## config.mk

```make
export PLATFORM = sky130hd
export DESIGN_NAME = plm_level_meter
export DESIGN_NICKNAME = d
export VERILOG_FILES = /design/src/verilog/plm_pkg.sv /design/src/verilog/plm_frame_div.sv /design/src/verilog/plm_level_meter.sv
export SDC_FILE = /design/constraint.sdc
export NUM_CORES = 1
export LEC_CHECK = 0
export ABC_AREA = 1
export BUFFER_PORTS_ARGS = -buffer_cell sky130_fd_sc_hd__buf_2
export CAP_MARGIN = 20
export CORE_ASPECT_RATIO = 1.4
export CORE_UTILIZATION = 60
export DETAILED_ROUTE_END_ITERATION = 6
export GPL_ROUTABILITY_DRIVEN = 0
export PLACE_DENSITY = 0.82
export SYNTH_ARGS = -nofsm -noshare
export SYNTH_HDL_FRONTEND = slang
export SYNTH_SLANG_ARGS = --single-unit
```

## constraint.sdc

```tcl
create_clock -name clk -period 8.87 [get_ports clk]
set_input_delay 1.3305 -clock clk [delete_from_list [all_inputs] [get_ports clk]]
set_output_delay 1.3305 -clock clk [all_outputs]
set_load 0.01 [all_outputs]
```

## src/verilog/plm_pkg.sv

```systemverilog
/*
  Constants for the PCM level meter: command codes, field positions,
  reset values, frame timing and meter states.
  Assumes a 50 MHz system clock and 16-bit linear PCM samples.
*/
package plm_pkg;

  // ==========================================================
  // Command byte layout
  localparam int unsigned CMD_WRITE_BIT = 7;
  localparam logic [6:0]  ADDR_WIN_LOW  = 7'h2e;
  localparam logic [6:0]  ADDR_CTRL     = 7'h2f;
  localparam logic [6:0]  ADDR_RES_LOW  = 7'h30;
  localparam logic [6:0]  ADDR_RES_HIGH = 7'h31;

  // ==========================================================
  // Control register fields
  localparam int unsigned CTRL_SINGLE_BIT = 7;
  localparam int unsigned CTRL_ENABLE_BIT = 6;
  localparam int unsigned CTRL_CS_MSB     = 5;
  localparam int unsigned CTRL_CS_LSB     = 4;
  localparam int unsigned CTRL_CNT_MSB    = 2;
  localparam int unsigned CTRL_CNT_LSB    = 0;

  // ==========================================================
  // Reset values
  localparam logic [7:0]  WIN_LOW_RESET = 8'h00;
  localparam logic [7:0]  CTRL_RESET    = 8'h00;
  localparam logic [15:0] RESULT_RESET  = 16'h0000;

  // ==========================================================
  // Window and frame timing
  localparam int unsigned WIN_W          = 11;
  localparam logic [10:0] WIN_MAX        = 11'h7ff;
  localparam int unsigned CLK_PERIOD_NS  = 20;
  localparam int unsigned FRAME_NS       = 125000;
  localparam int unsigned FRAME_CYCLES   = FRAME_NS / CLK_PERIOD_NS;
  localparam int unsigned PCM_W          = 16;

  // ==========================================================
  // Meter states
  typedef enum logic [1:0] {
    PLM_IDLE = 2'b00,
    PLM_RUN  = 2'b01,
    PLM_HOLD = 2'b10
  } plm_state_t;

endpackage

```

## src/verilog/plm_frame_div.sv

```systemverilog
/*
  Frame divider: one-cycle enable pulse every FRAME_CYCLES clocks.
  Assumes a single free-running clock; restarts while clear is high.
*/
`timescale 1ns/100ps
module plm_frame_div #(
  parameter int unsigned FRAME_CYCLES = plm_pkg::FRAME_CYCLES
) (
  // Clock and reset
  input  wire logic clk,
  input  wire logic reset,
  // Control
  input  wire logic clear,
  // Frame enable
  output logic      frame_tick
);

  // ==========================================================
  // Divider
  logic [15:0] div_ff;
  logic [15:0] nxt_div;
  logic        wrap;

  assign wrap    = (div_ff == 16'(FRAME_CYCLES - 1));
  assign nxt_div = (clear || wrap) ? 16'h0000 : div_ff + 16'h0001;

  always_ff @(posedge clk or posedge reset) begin
    if (reset) begin
      div_ff     <= 16'h0000;
      frame_tick <= 1'b0;
    end else begin
      div_ff     <= nxt_div;
      frame_tick <= wrap && !clear;
    end
  end

endmodule

```

## src/verilog/plm_level_meter.sv

```systemverilog
/*
  PCM level meter: picks one of four PCM channels, tracks the peak
  magnitude over a window of 125 us frames and reports it as two
  read-only result bytes reached through host command bytes.
  Assumes PCM inputs come from logic on the same clock and hold a
  sample per frame; commands arrive as one-cycle strobes.
*/
// Summary of operation
// - Window count joins low byte and control bits
// - Window in 0.125 ms steps up to 7FFH
// - Zero count passes PCM straight to results
// - Count N samples over N frames
// - Result low byte read-only, resets zero
// - Result high byte read-only, resets zero
// - Result bytes read by 30H and 31H only
// - Count 2EH/AEH, control 2FH/AFH, bit7 writes
`timescale 1ns/100ps
module plm_level_meter #(
  parameter int unsigned FRAME_CYCLES = plm_pkg::FRAME_CYCLES
) (
  // Clock and reset
  input  wire logic        clk,
  input  wire logic        reset,
  // Host command port
  input  wire logic        cmd_valid,
  input  wire logic [7:0]  cmd_byte,
  input  wire logic [7:0]  cmd_wdata,
  output logic [7:0]       rd_data,
  output logic             rd_valid,
  // PCM channel data
  input  wire logic [15:0] pcm_ch1,
  input  wire logic [15:0] pcm_ch2,
  input  wire logic [15:0] pcm_ch3,
  input  wire logic [15:0] pcm_ch4,
  // Meter status
  output logic             meter_running
);

  // ==========================================================
  // Registers
  logic [7:0]               win_low_ff;
  logic [7:0]               ctrl_ff;
  logic [15:0]              result_ff;
  logic [15:0]              peak_ff;
  logic [10:0]              frame_cnt_ff;
  plm_pkg::plm_state_t      state_ff;
  plm_pkg::plm_state_t      nxt_state;
  logic [7:0]               rd_data_ff;
  logic                     rd_valid_ff;
  logic                     running_ff;

  // ==========================================================
  // Command decode
  wire        cmd_write    = cmd_byte[plm_pkg::CMD_WRITE_BIT];
  wire [6:0]  cmd_addr     = cmd_byte[6:0];
  wire        wr_win_low   = cmd_valid && cmd_write && (cmd_addr == plm_pkg::ADDR_WIN_LOW);
  wire        wr_ctrl      = cmd_valid && cmd_write && (cmd_addr == plm_pkg::ADDR_CTRL);
  wire        rd_cmd       = cmd_valid && !cmd_write;
  wire        cfg_write    = wr_win_low || wr_ctrl;

  // ==========================================================
  // Control fields
  wire        single_shot          = ctrl_ff[plm_pkg::CTRL_SINGLE_BIT];
  wire        meter_enable         = ctrl_ff[plm_pkg::CTRL_ENABLE_BIT];
  wire [1:0]  meter_channel_select = ctrl_ff[plm_pkg::CTRL_CS_MSB:plm_pkg::CTRL_CS_LSB];
  wire [10:0] window_count         = {ctrl_ff[plm_pkg::CTRL_CNT_MSB:plm_pkg::CTRL_CNT_LSB], win_low_ff};
  wire        window_zero          = (window_count == 11'h000);

  // ==========================================================
  // Channel selection and magnitude
  wire [15:0] pcm_in  [4];
  wire [15:0] ch_term [4];

  assign pcm_in[0] = pcm_ch1;
  assign pcm_in[1] = pcm_ch2;
  assign pcm_in[2] = pcm_ch3;
  assign pcm_in[3] = pcm_ch4;

  for (genvar ch = 0; ch < 4; ch++) begin : g_chan
    wire ch_hit = (meter_channel_select == 2'(ch));
    assign ch_term[ch] = ch_hit ? pcm_in[ch] : 16'h0000;
  end

  wire [15:0] pcm_sel = ch_term[0] | ch_term[1] | ch_term[2] | ch_term[3];

  wire [15:0] pcm_mag  = pcm_sel[15] ? (16'h0000 - pcm_sel) : pcm_sel;
  wire [15:0] peak_new = (pcm_mag > peak_ff) ? pcm_mag : peak_ff;

  // ==========================================================
  // Frame enable
  logic frame_tick;

  plm_frame_div #(
    .FRAME_CYCLES (FRAME_CYCLES)
  ) u_frame_div (
    .clk        (clk),
    .reset      (reset),
    .clear      (cfg_write),
    .frame_tick (frame_tick)
  );

  // ==========================================================
  // Window progress
  wire        in_run      = (state_ff == plm_pkg::PLM_RUN);
  wire        window_last = (frame_cnt_ff == (window_count - 11'h001));
  wire        run_tick    = in_run && frame_tick && !window_zero;
  wire        window_end  = run_tick && window_last;
  wire        pass_tick   = in_run && frame_tick && window_zero;

  // ==========================================================
  // State machine
  always_comb begin
    nxt_state = state_ff;
    case (state_ff)
      plm_pkg::PLM_IDLE: begin
        if (meter_enable && !cfg_write) begin
          nxt_state = plm_pkg::PLM_RUN;
        end
      end
      plm_pkg::PLM_RUN: begin
        if (!meter_enable || cfg_write) begin
          nxt_state = plm_pkg::PLM_IDLE;
        end else if (window_end && single_shot) begin
          nxt_state = plm_pkg::PLM_HOLD;
        end
      end
      plm_pkg::PLM_HOLD: begin
        if (!meter_enable || !single_shot || cfg_write) begin
          nxt_state = plm_pkg::PLM_IDLE;
        end
      end
      default: nxt_state = plm_pkg::PLM_IDLE;
    endcase
  end

  always_ff @(posedge clk or posedge reset) begin
    if (reset) begin
      state_ff   <= plm_pkg::PLM_IDLE;
      running_ff <= 1'b0;
    end else begin
      state_ff   <= nxt_state;
      running_ff <= (nxt_state == plm_pkg::PLM_RUN);
    end
  end

  // ==========================================================
  // Configuration registers
  always_ff @(posedge clk or posedge reset) begin
    if (reset) begin
      win_low_ff <= plm_pkg::WIN_LOW_RESET;
      ctrl_ff    <= plm_pkg::CTRL_RESET;
    end else begin
      if (wr_win_low) begin
        win_low_ff <= cmd_wdata;
      end
      if (wr_ctrl) begin
        ctrl_ff <= {cmd_wdata[7:4], 1'b0, cmd_wdata[2:0]};
      end
    end
  end

  // ==========================================================
  // Window counter
  wire [10:0] nxt_frame_cnt = (!in_run || window_end) ? 11'h000 :
                              run_tick ? frame_cnt_ff + 11'h001 : frame_cnt_ff;

  always_ff @(posedge clk or posedge reset) begin
    if (reset) begin
      frame_cnt_ff <= 11'h000;
    end else begin
      frame_cnt_ff <= nxt_frame_cnt;
    end
  end

  // ==========================================================
  // Peak tracker and result
  wire [15:0] nxt_peak      = (!in_run || window_end) ? 16'h0000 :
                              run_tick ? peak_new : peak_ff;
  wire [15:0] nxt_result    = pass_tick  ? pcm_sel :
                              window_end ? peak_new : result_ff;

  always_ff @(posedge clk or posedge reset) begin
    if (reset) begin
      peak_ff   <= 16'h0000;
      result_ff <= plm_pkg::RESULT_RESET;
    end else begin
      peak_ff   <= nxt_peak;
      result_ff <= nxt_result;
    end
  end

  // ==========================================================
  // Read path
  logic [7:0] rd_mux;
  always_comb begin
    case (cmd_addr)
      plm_pkg::ADDR_WIN_LOW:  rd_mux = win_low_ff;
      plm_pkg::ADDR_CTRL:     rd_mux = ctrl_ff;
      plm_pkg::ADDR_RES_LOW:  rd_mux = result_ff[7:0];
      plm_pkg::ADDR_RES_HIGH: rd_mux = result_ff[15:8];
      default:                rd_mux = 8'h00;
    endcase
  end

  always_ff @(posedge clk or posedge reset) begin
    if (reset) begin
      rd_data_ff  <= 8'h00;
      rd_valid_ff <= 1'b0;
    end else begin
      rd_valid_ff <= rd_cmd;
      if (rd_cmd) begin
        rd_data_ff <= rd_mux;
      end
    end
  end

  // ==========================================================
  // Outputs
  assign rd_data       = rd_data_ff;
  assign rd_valid      = rd_valid_ff;
  assign meter_running = running_ff;

endmodule

```

==> out/qor.txt, run 1 <==
Yosys cell types - 39
CTS root buf - clkbuf_16
CP Max Fanout - 21
CTS Buffer Depth - 2
Max IR drop VDD - 0.112 mV
Hold Crit Class - reg -> reg
Worst hold slack - 0.482 ns
Worst-Margin Slew - 0.724 ns
Status - finished, final reports clean
Area growth, synth to finish - 14.2%
Worst Path Required - 9.15 ns
Final WL - 15200 µm
CTS tree - built
Relative slew slack - 0.516
First DRT Iteration DRCs - 332
CTS Buf Count - 9
Pint - 755 µW
Vias after detailed routing - 5859
Logic gate share of total power - 0.270
Hold Violations, Final - 0
Final worst path period need - 4.41 ns
CP Class - reg -> reg
Seq/Total Area, Yosys - 0.362
GR Overflow Total - 0
Core area - 9620 µm²
Critical Path Start Type - register
Final setup fails - 0
CTS-repair resized insts - 0
Die height - 121 µm
Clock Latency Late Sink - 0.35 ns
Synth area leaders - dfrtp_1, nand2_1, nand3_1
Sw power - 393 µW
Die X - 86.6 µm
Layout cells sized above 1 - 0.173
Max Slew Vio Count - 0
Setup TNS - 0 ns
Sequential power share - 0.390
Routed vias/inst - 5.33
Antenna-violating nets left - 0
Post-synth EDFFs - 0
WL/cell - 13.8 µm
Global-route wire length before repair - 25500 µm
Syn Inst Count - 876
PwrDens - 167 nW/µm²
Cell taking the most area after synthesis - dfrtp_1
Crit share post-route - 0.497
Yosys reg bits - 87
Port Buffers - 92
Vias in the first global route - 5704
Worst setup EP type - register
I/O pin cnt - 93
Initial antenna violation count - 0
Reg clk slew, reported paths - 0.07 ns
Initial core utilization - 0.626
Max Cap Violations - 0
Sink Count - 87
Most used flip-flop cell after synthesis - dfrtp_1
DRC viols - 0
Ys Warns - 0
Worst Path Arrival - 4.69 ns
Synth Cell Area - 6020 µm²
Full die area - 10400 µm²
Post-CTS Hold Fix Bufs - 0
Async SR Flop Fraction - 1.00
Net Count, Synth - 981
RSZ-0062 raised after global routing - no
# rows - 42
Number of inserted diodes - 0
Fin Clk Skew - 0.00638 ns
Total track usage - 0.314
Leak - 0.00361 µW
Post-CTS setup buffers - 0
Post-DP HPWL - 11500 µm
Syn_area_per_cell - 6.87 µm²
Max Freq - 0.227 GHz
Sw frac - 0.342
Area share of the leading cell type in the synthesized netlist - 0.362
Clk network pwr share - 0.340
Nets - 1068
Largest net degree at the start of global routing - 88
First-pass DRT Iterations - 5
H-tree levels - 3
==> state kept, by name, indices dropped and copies added (netlist names) <==
register	count
rd_data	8
state_ff	2
u_frame_div.frame_tick	1
u_frame_div.div_ff	16
meter_running	1
frame_cnt_ff	11
win_low_ff	8
result_ff	16
ctrl_ff	7
peak_ff	16
rd_valid	1
==> layer usage <==
metal,vias to the layer above,routed length [µm],track usage
li1,2961,-,-
met1,2653,5900,0.348
met5,-,0,0
met4,0,638,0.160
met2,205,7810,0.573
met3,40,805,0.0478
==> synth_stat cells, types with 2 or more instances <==
| master | count |
|---|---|
| nand3_2 | 2 |
| or2_2 | 3 |
| o211ai_1 | 2 |
| nand2_2 | 11 |
| a21oi_1 | 10 |
| ha_1 | 22 |
| nand2_4 | 2 |
| nand4_1 | 8 |
| buf_2 | 7 |
| nor3b_1 | 8 |
| inv_2 | 8 |
| dfrtp_1 | 87 |
| nand3_1 | 89 |
| nor4_1 | 3 |
| xor2_1 | 19 |
| nor3_1 | 12 |
| o22ai_1 | 6 |
| nor2_4 | 6 |
| nor2_2 | 17 |
| buf_4 | 2 |
| o21ai_0 | 40 |
| o21ai_1 | 16 |
| inv_1 | 106 |
| nand2_1 | 295 |
| buf_6 | 5 |
| a221oi_1 | 8 |
| clkbuf_1 | 6 |
| xnor2_1 | 3 |
| nor2_1 | 63 |
==> layout make-up <==
class,count,area (µm²)
clock buffer,9,225
sequential,87,2180
multi-input combinational,653,3270
inverter,115,435
timing repair buffer,97,518
fill,837,2740
clock inverter,7,80.1
tap,132,165
==> power groups by stage <==
stage,Sequential (µW),Combinational [µW],Clock (µW)
finish,448,310,390
global placement,454,297,0
global route,451,360,407
CTS,447,309,391
floorplan,447,235,0
detailed placement,454,305,0
==> worst paths after layout <==
kind / startpoint / to / slack, ns / cells past startpoint
setup / recovery: ctrl_ff[5] / peak_ff[1] / 4.46 / 21
hold / removal: rd_data[2] / rd_data[2] / 0.48 / 2
setup reg to reg: ctrl_ff[5] / peak_ff[1] / 4.46 / 21
hold reg to reg: rd_data[2] / rd_data[2] / 0.48 / 2
max in group asynchronous: reset / result_ff[1] / 7.27 / 4
min in group asynchronous: reset / win_low_ff[6] / 0.99 / 3
==> critical path, cell delays in order, from the launching register on <==
cell      delay [ns]
dfrtp_1         0.68
inv_2           0.20
nor2_2          0.41
nand2_1         0.12
nand4_2         0.39
inv_1           0.17
nor2_1          0.11
o21ai_0         0.09
nand2_1         0.11
inv_1           0.05
ha_1            0.27
nand2_1         0.06
o21ai_0         0.32
nand2_1         0.09
nand2_1         0.07
nand2_1         0.06
a21boi_0        0.54
buf_4           0.27
nand2_1         0.05
o21ai_0         0.11
nand2_1         0.08
o21ai_1         0.08
==> cell usage in the layout, fill, tap and decap left out, drive strengths merged, types with 8 or more instances in the layout <==
cell type	n
nand3	91
nor2	86
xor2	19
nor3	12
clkbuf	9
nand2	308
buf	97
o21ai	57
a21oi	10
ha	22
dfrtp	87
a221oi	8
inv	116
nor3b	8
nand4	9
==> cell families (layout without fill, tap and decap cells) <==
group	count (synthesis)	count (layout)	synth area share
AND/OR/NAND/NOR	521	521	0.383
buffers and inverters	136	228	0.0942
XOR/XNOR	22	22	0.0320
AO/OA/AOI/OAI	87	87	0.0819
flip-flops	87	87	0.362
adder cells (fa/ha/maj)	22	22	0.0457
multiplexers	1	1	0.00187
==> stage by stage <==
stage / utilization / power, µW / instance area [µm²] / setup slack [ns] / instances
3_3_place_gp: 0.680 / 751 / 6540 / 4.34 / 1083
2_1_floorplan: - / 681 / 6020 / 5.03 / 876
5_1_grt: 0.715 / 1220 / 6880 / 4.02 / 1100
4_1_cts: 0.712 / 1150 / 6850 / 4.50 / 1099
6_report: 0.715 / 1150 / 6880 / 4.46 / 1100
3_5_place_dp: 0.680 / 759 / 6540 / 4.25 / 1083
Power figures use the tool's default switching activity.
==> run 2, diff against run 1 <==
--- a/config.mk
+++ b/config.mk
@@ -5,14 +5,14 @@
 export SDC_FILE = /design/constraint.sdc
 export NUM_CORES = 1
 export LEC_CHECK = 0
-export ABC_AREA = 1
+export ABC_AREA = 0
 export BUFFER_PORTS_ARGS = -buffer_cell sky130_fd_sc_hd__buf_2
 export CAP_MARGIN = 20
 export CORE_ASPECT_RATIO = 1.4
-export CORE_UTILIZATION = 60
+export CORE_UTILIZATION = 57
 export DETAILED_ROUTE_END_ITERATION = 6
 export GPL_ROUTABILITY_DRIVEN = 0
-export PLACE_DENSITY = 0.82
+export PLACE_DENSITY = 0.79
 export SYNTH_ARGS = -nofsm -noshare
 export SYNTH_HDL_FRONTEND = slang
 export SYNTH_SLANG_ARGS = --single-unit
==> constraint.sdc (replaced) <==
create_clock -name clk -period 4.2 [get_ports clk]
set_input_delay 0.63 -clock clk [delete_from_list [all_inputs] [get_ports clk]]
set_output_delay 0.63 -clock clk [all_outputs]
set_load 0.01 [all_outputs]
==> run 2 against run 1 <==
  * The run now ends with setup timing left
  * Critical endpoint is now result_ff[15]
  * Sequential share of layout area grew 0.16 points
  * Clock skew grew 0.0011 ns
  * Global-route usage grew 1.5 points
  * Non-clock buffer count grew 49
  * Flip-flop and latch count is the same
  * Sequential power grew 110%
  * Clock power grew 98%
==> out/qor.txt, run 2 <==
Status - finished, violations left
Failing checks - setup timing
First DRT Iteration DRCs - 477 (+44%)
Final setup fails - 1 (+1)
Post-CTS Hold Fix Bufs - 0 (unchanged)
Post-synth EDFFs - 0 (unchanged)
Die height - 119 µm (-1.4%)
Yosys reg bits - 87 (unchanged)
# rows - 42 (unchanged)
Worst Path Required - 4.43 ns (-4.72 ns)
RSZ-0062 raised after global routing - yes
Vias after detailed routing - 5261 (-10%)
CP Class - reg -> reg
Number of inserted diodes - 0 (unchanged)
Hold Violations, Final - 0 (unchanged)
Area share of the leading cell type in the synthesized netlist - 0.392 (+0.0298)
Multi-input logic area - 3250 µm² (-0.84%)
Antenna-violating nets left - 0 (unchanged)
Largest regs - peak_ff: 16 flops, result_ff: 16 flops, u_frame_div.div_ff: 16 flops
Ys Warns - 0 (unchanged)
Top cells by count, synth - dfrtp_1, nor2_1, nand2_1, o21ai_0, inv_1
Critical path startpoint - ctrl_ff[4]
PnR Total Power - 2200 µW (+91%)
CTS root buf - clkbuf_16
Net Count, Synth - 665 (-32%)
DRC viols - 0 (unchanged)
Fin Clk Skew - 0.00749 ns (+0.00111 ns)
Full die area - 10200 µm² (-2.7%)
Final WL - 16700 µm (+9.9%)
Most frequent cell after synthesis - dfrtp_1
Seq/Total Area, Yosys - 0.392 (+0.0298)
Nets - 795 (-26%)
Worst-Margin Slew - 0.978 ns (+0.255 ns)
Final cell count without fillers - 805 (-27%)
Die X - 85.5 µm (-1.4%)
Final WS setup - -0.000457 ns (-4.46 ns)
Syn Inst Count - 560 (-36%)
Layout cells sized above 1 - 0.324 (+0.151)
PwrDens - 321 nW/µm² (+92%)
CTS Buffer Depth - 2 (unchanged)
Max Cap Violations - 0 (unchanged)
Synth Cell Area - 5560 µm² (-7.6%)
GR Overflow Total - 0 (unchanged)
Worst setup EP type - register
Async SR Flop Fraction - 1.00 (unchanged)
FF-to-FF Start - ctrl_ff[4]
Total track usage - 0.329 (+0.0152)
Synth area leaders - dfrtp_1, ha_1, mux2_2
Commonest non-fill, non-tap cell in the layout - buf_2
Initial antenna violation count - 0 (unchanged)
Commonest cells after routing, fill and taps aside - buf_2, dfrtp_1, nor2_1
I/O pin cnt - 93 (unchanged)
Max IR drop VDD - 0.217 mV (+93%)
Sink Count - 87 (unchanged)
Max Slew Vio Count - 0 (unchanged)
Hold Crit Class - in -> async
WL/cell - 20.7 µm (+50%)
Worst hold slack - 0.480 ns (-0.00232 ns)
Largest net degree at the start of global routing - 54 (-39%)
Core area - 9460 µm² (-1.6%)
First-pass DRT Iterations - 5 (unchanged)
# placed instances - 778 (-28%)
Syn_area_per_cell - 9.93 µm² (+45%)
Critical Path Start Type - register
Post-DP HPWL - 12000 µm (+4.2%)
Clock Latency Late Sink - 0.34 ns (about the same)
CTS tree - built
Max Freq - 0.238 GHz (+5.0%)
Yosys cell types - 60 (+54%)
Global-route wire length before repair - 25800 µm (+1.2%)
Reg clk slew, reported paths - 0.07 ns (about the same)
Area growth, synth to finish - 23.0%
Initial core utilization - 0.588 (-0.0380)
Crit share post-route - 1.00 (+0.503)
Most used flip-flop cell after synthesis - dfrtp_1
CTS Buf Count - 9 (unchanged)
H-tree levels - 3 (unchanged)
Final worst path period need - 4.20 ns (-0.211 ns)
Port Buffers - 92 (unchanged)
Vias in the first global route - 5282 (-7.4%)
Cell taking the most area after synthesis - dfrtp_1
Sequential cell area - 2180 µm² (unchanged)
CP Max Fanout - 7 (-67%)
Fillers - 651 (-22%)
Relative slew slack - 0.347 (-0.169)
Leak - 0.00306 µW (-15%)
Routed vias/inst - 6.54 (+23%)
Worst Path Arrival - 4.43 ns (-0.26 ns)
run 2: cell count changes in the layout (fill, tap and decap cells not counted), sizes merged, moves of 22 or more:
cell and delta:
inv -89, nand2 -262, nor2 -26, buf +49
o21ai -22, nand3 -76
run 2: cell type report:
class	count	share of cell area
sequential	87	0.318
tap	110	0.0201
timing repair buffer	146	0.131
clock inverter	6	0.00640
inverter	27	0.0150
multi-input combinational	419	0.475
clock buffer	10	0.0349
run 2: report_power, final:
group	switching, µW	total, µW	internal [µW]
Clock	355	774	420
Combinational	254	488	234
Sequential	54.7	936	882
Total	664	2200	1530
run 2: layer usage:
layer | vias to the layer above | GRT usage | wire, µm
met4 | 0 | 0.178 | 708
li1 | 2322 | - | -
met5 | - | 0 | 0
met1 | 2548 | 0.392 | 5960
met2 | 327 | 0.561 | 8640
met3 | 64 | 0.0582 | 1360
run 2: cells by family (layout without fill, tap and decap cells):
kind of cell,count (synthesis),in the layout,share of synthesized area
compound gates,124,124,0.158
xor+xnor,48,48,0.0756
simple gates,185,185,0.169
flops,87,87,0.392
mux,40,40,0.114
fa+ha+maj,22,22,0.0495
buf+inv,54,189,0.0425
run 2: what timing repair did:
item                       CTS  global route
hold endpoints to repair     0             0
buffers inserted             1             9
pin swaps                    0            12
resized for setup            2            26
setup endpoints to repair   10            29
run 2: final timing paths:
| path | endpoint | depth (start not counted) | slack [ns] |
|---|---|---|---|
| min in group clk | rd_data[6] | 2 | 0.48 |
| min reg2reg | rd_data[6] | 2 | 0.48 |
| max in group asynchronous | result_ff[3] | 3 | 2.73 |
| min | u_frame_div.div_ff[5] | 2 | 0.48 |
| max reg2reg | result_ff[15] | 17 | -0.0005 |
| max | result_ff[15] | 17 | -0.0005 |
run 2: critical path, stage by stage (launching register included):
cell and delay (ns):
dfrtp_1 0.38, buf_12 0.15, mux4_2 0.57, inv_2 0.11
ha_4 0.13, nor3b_4 0.24, and4_4 0.28, buf_4 0.11
a21oi_1 0.06, xor2_1 0.17, ha_1 0.29, nand4_1 0.15
nor3_2 0.20, a21bo_2 0.23, o211ai_1 0.12, and2_4 0.26
mux2_4 0.32, a221o_1 0.32
run 2: stage by stage:
step | instance area (µm²) | setup WS (ns) | util | setup TNS [ns]
after floorplan | 5570 | 0.0154 | - | 0
after global placement | 6380 | -0.129 | 0.675 | -0.354
after detailed placement | 6380 | -0.307 | 0.675 | -3.51
after CTS | 6680 | 0.00471 | 0.706 | 0
after global routing | 6840 | -0.149 | 0.723 | -1.89
final | 6840 | -0.000457 | 0.723 | -0.000457
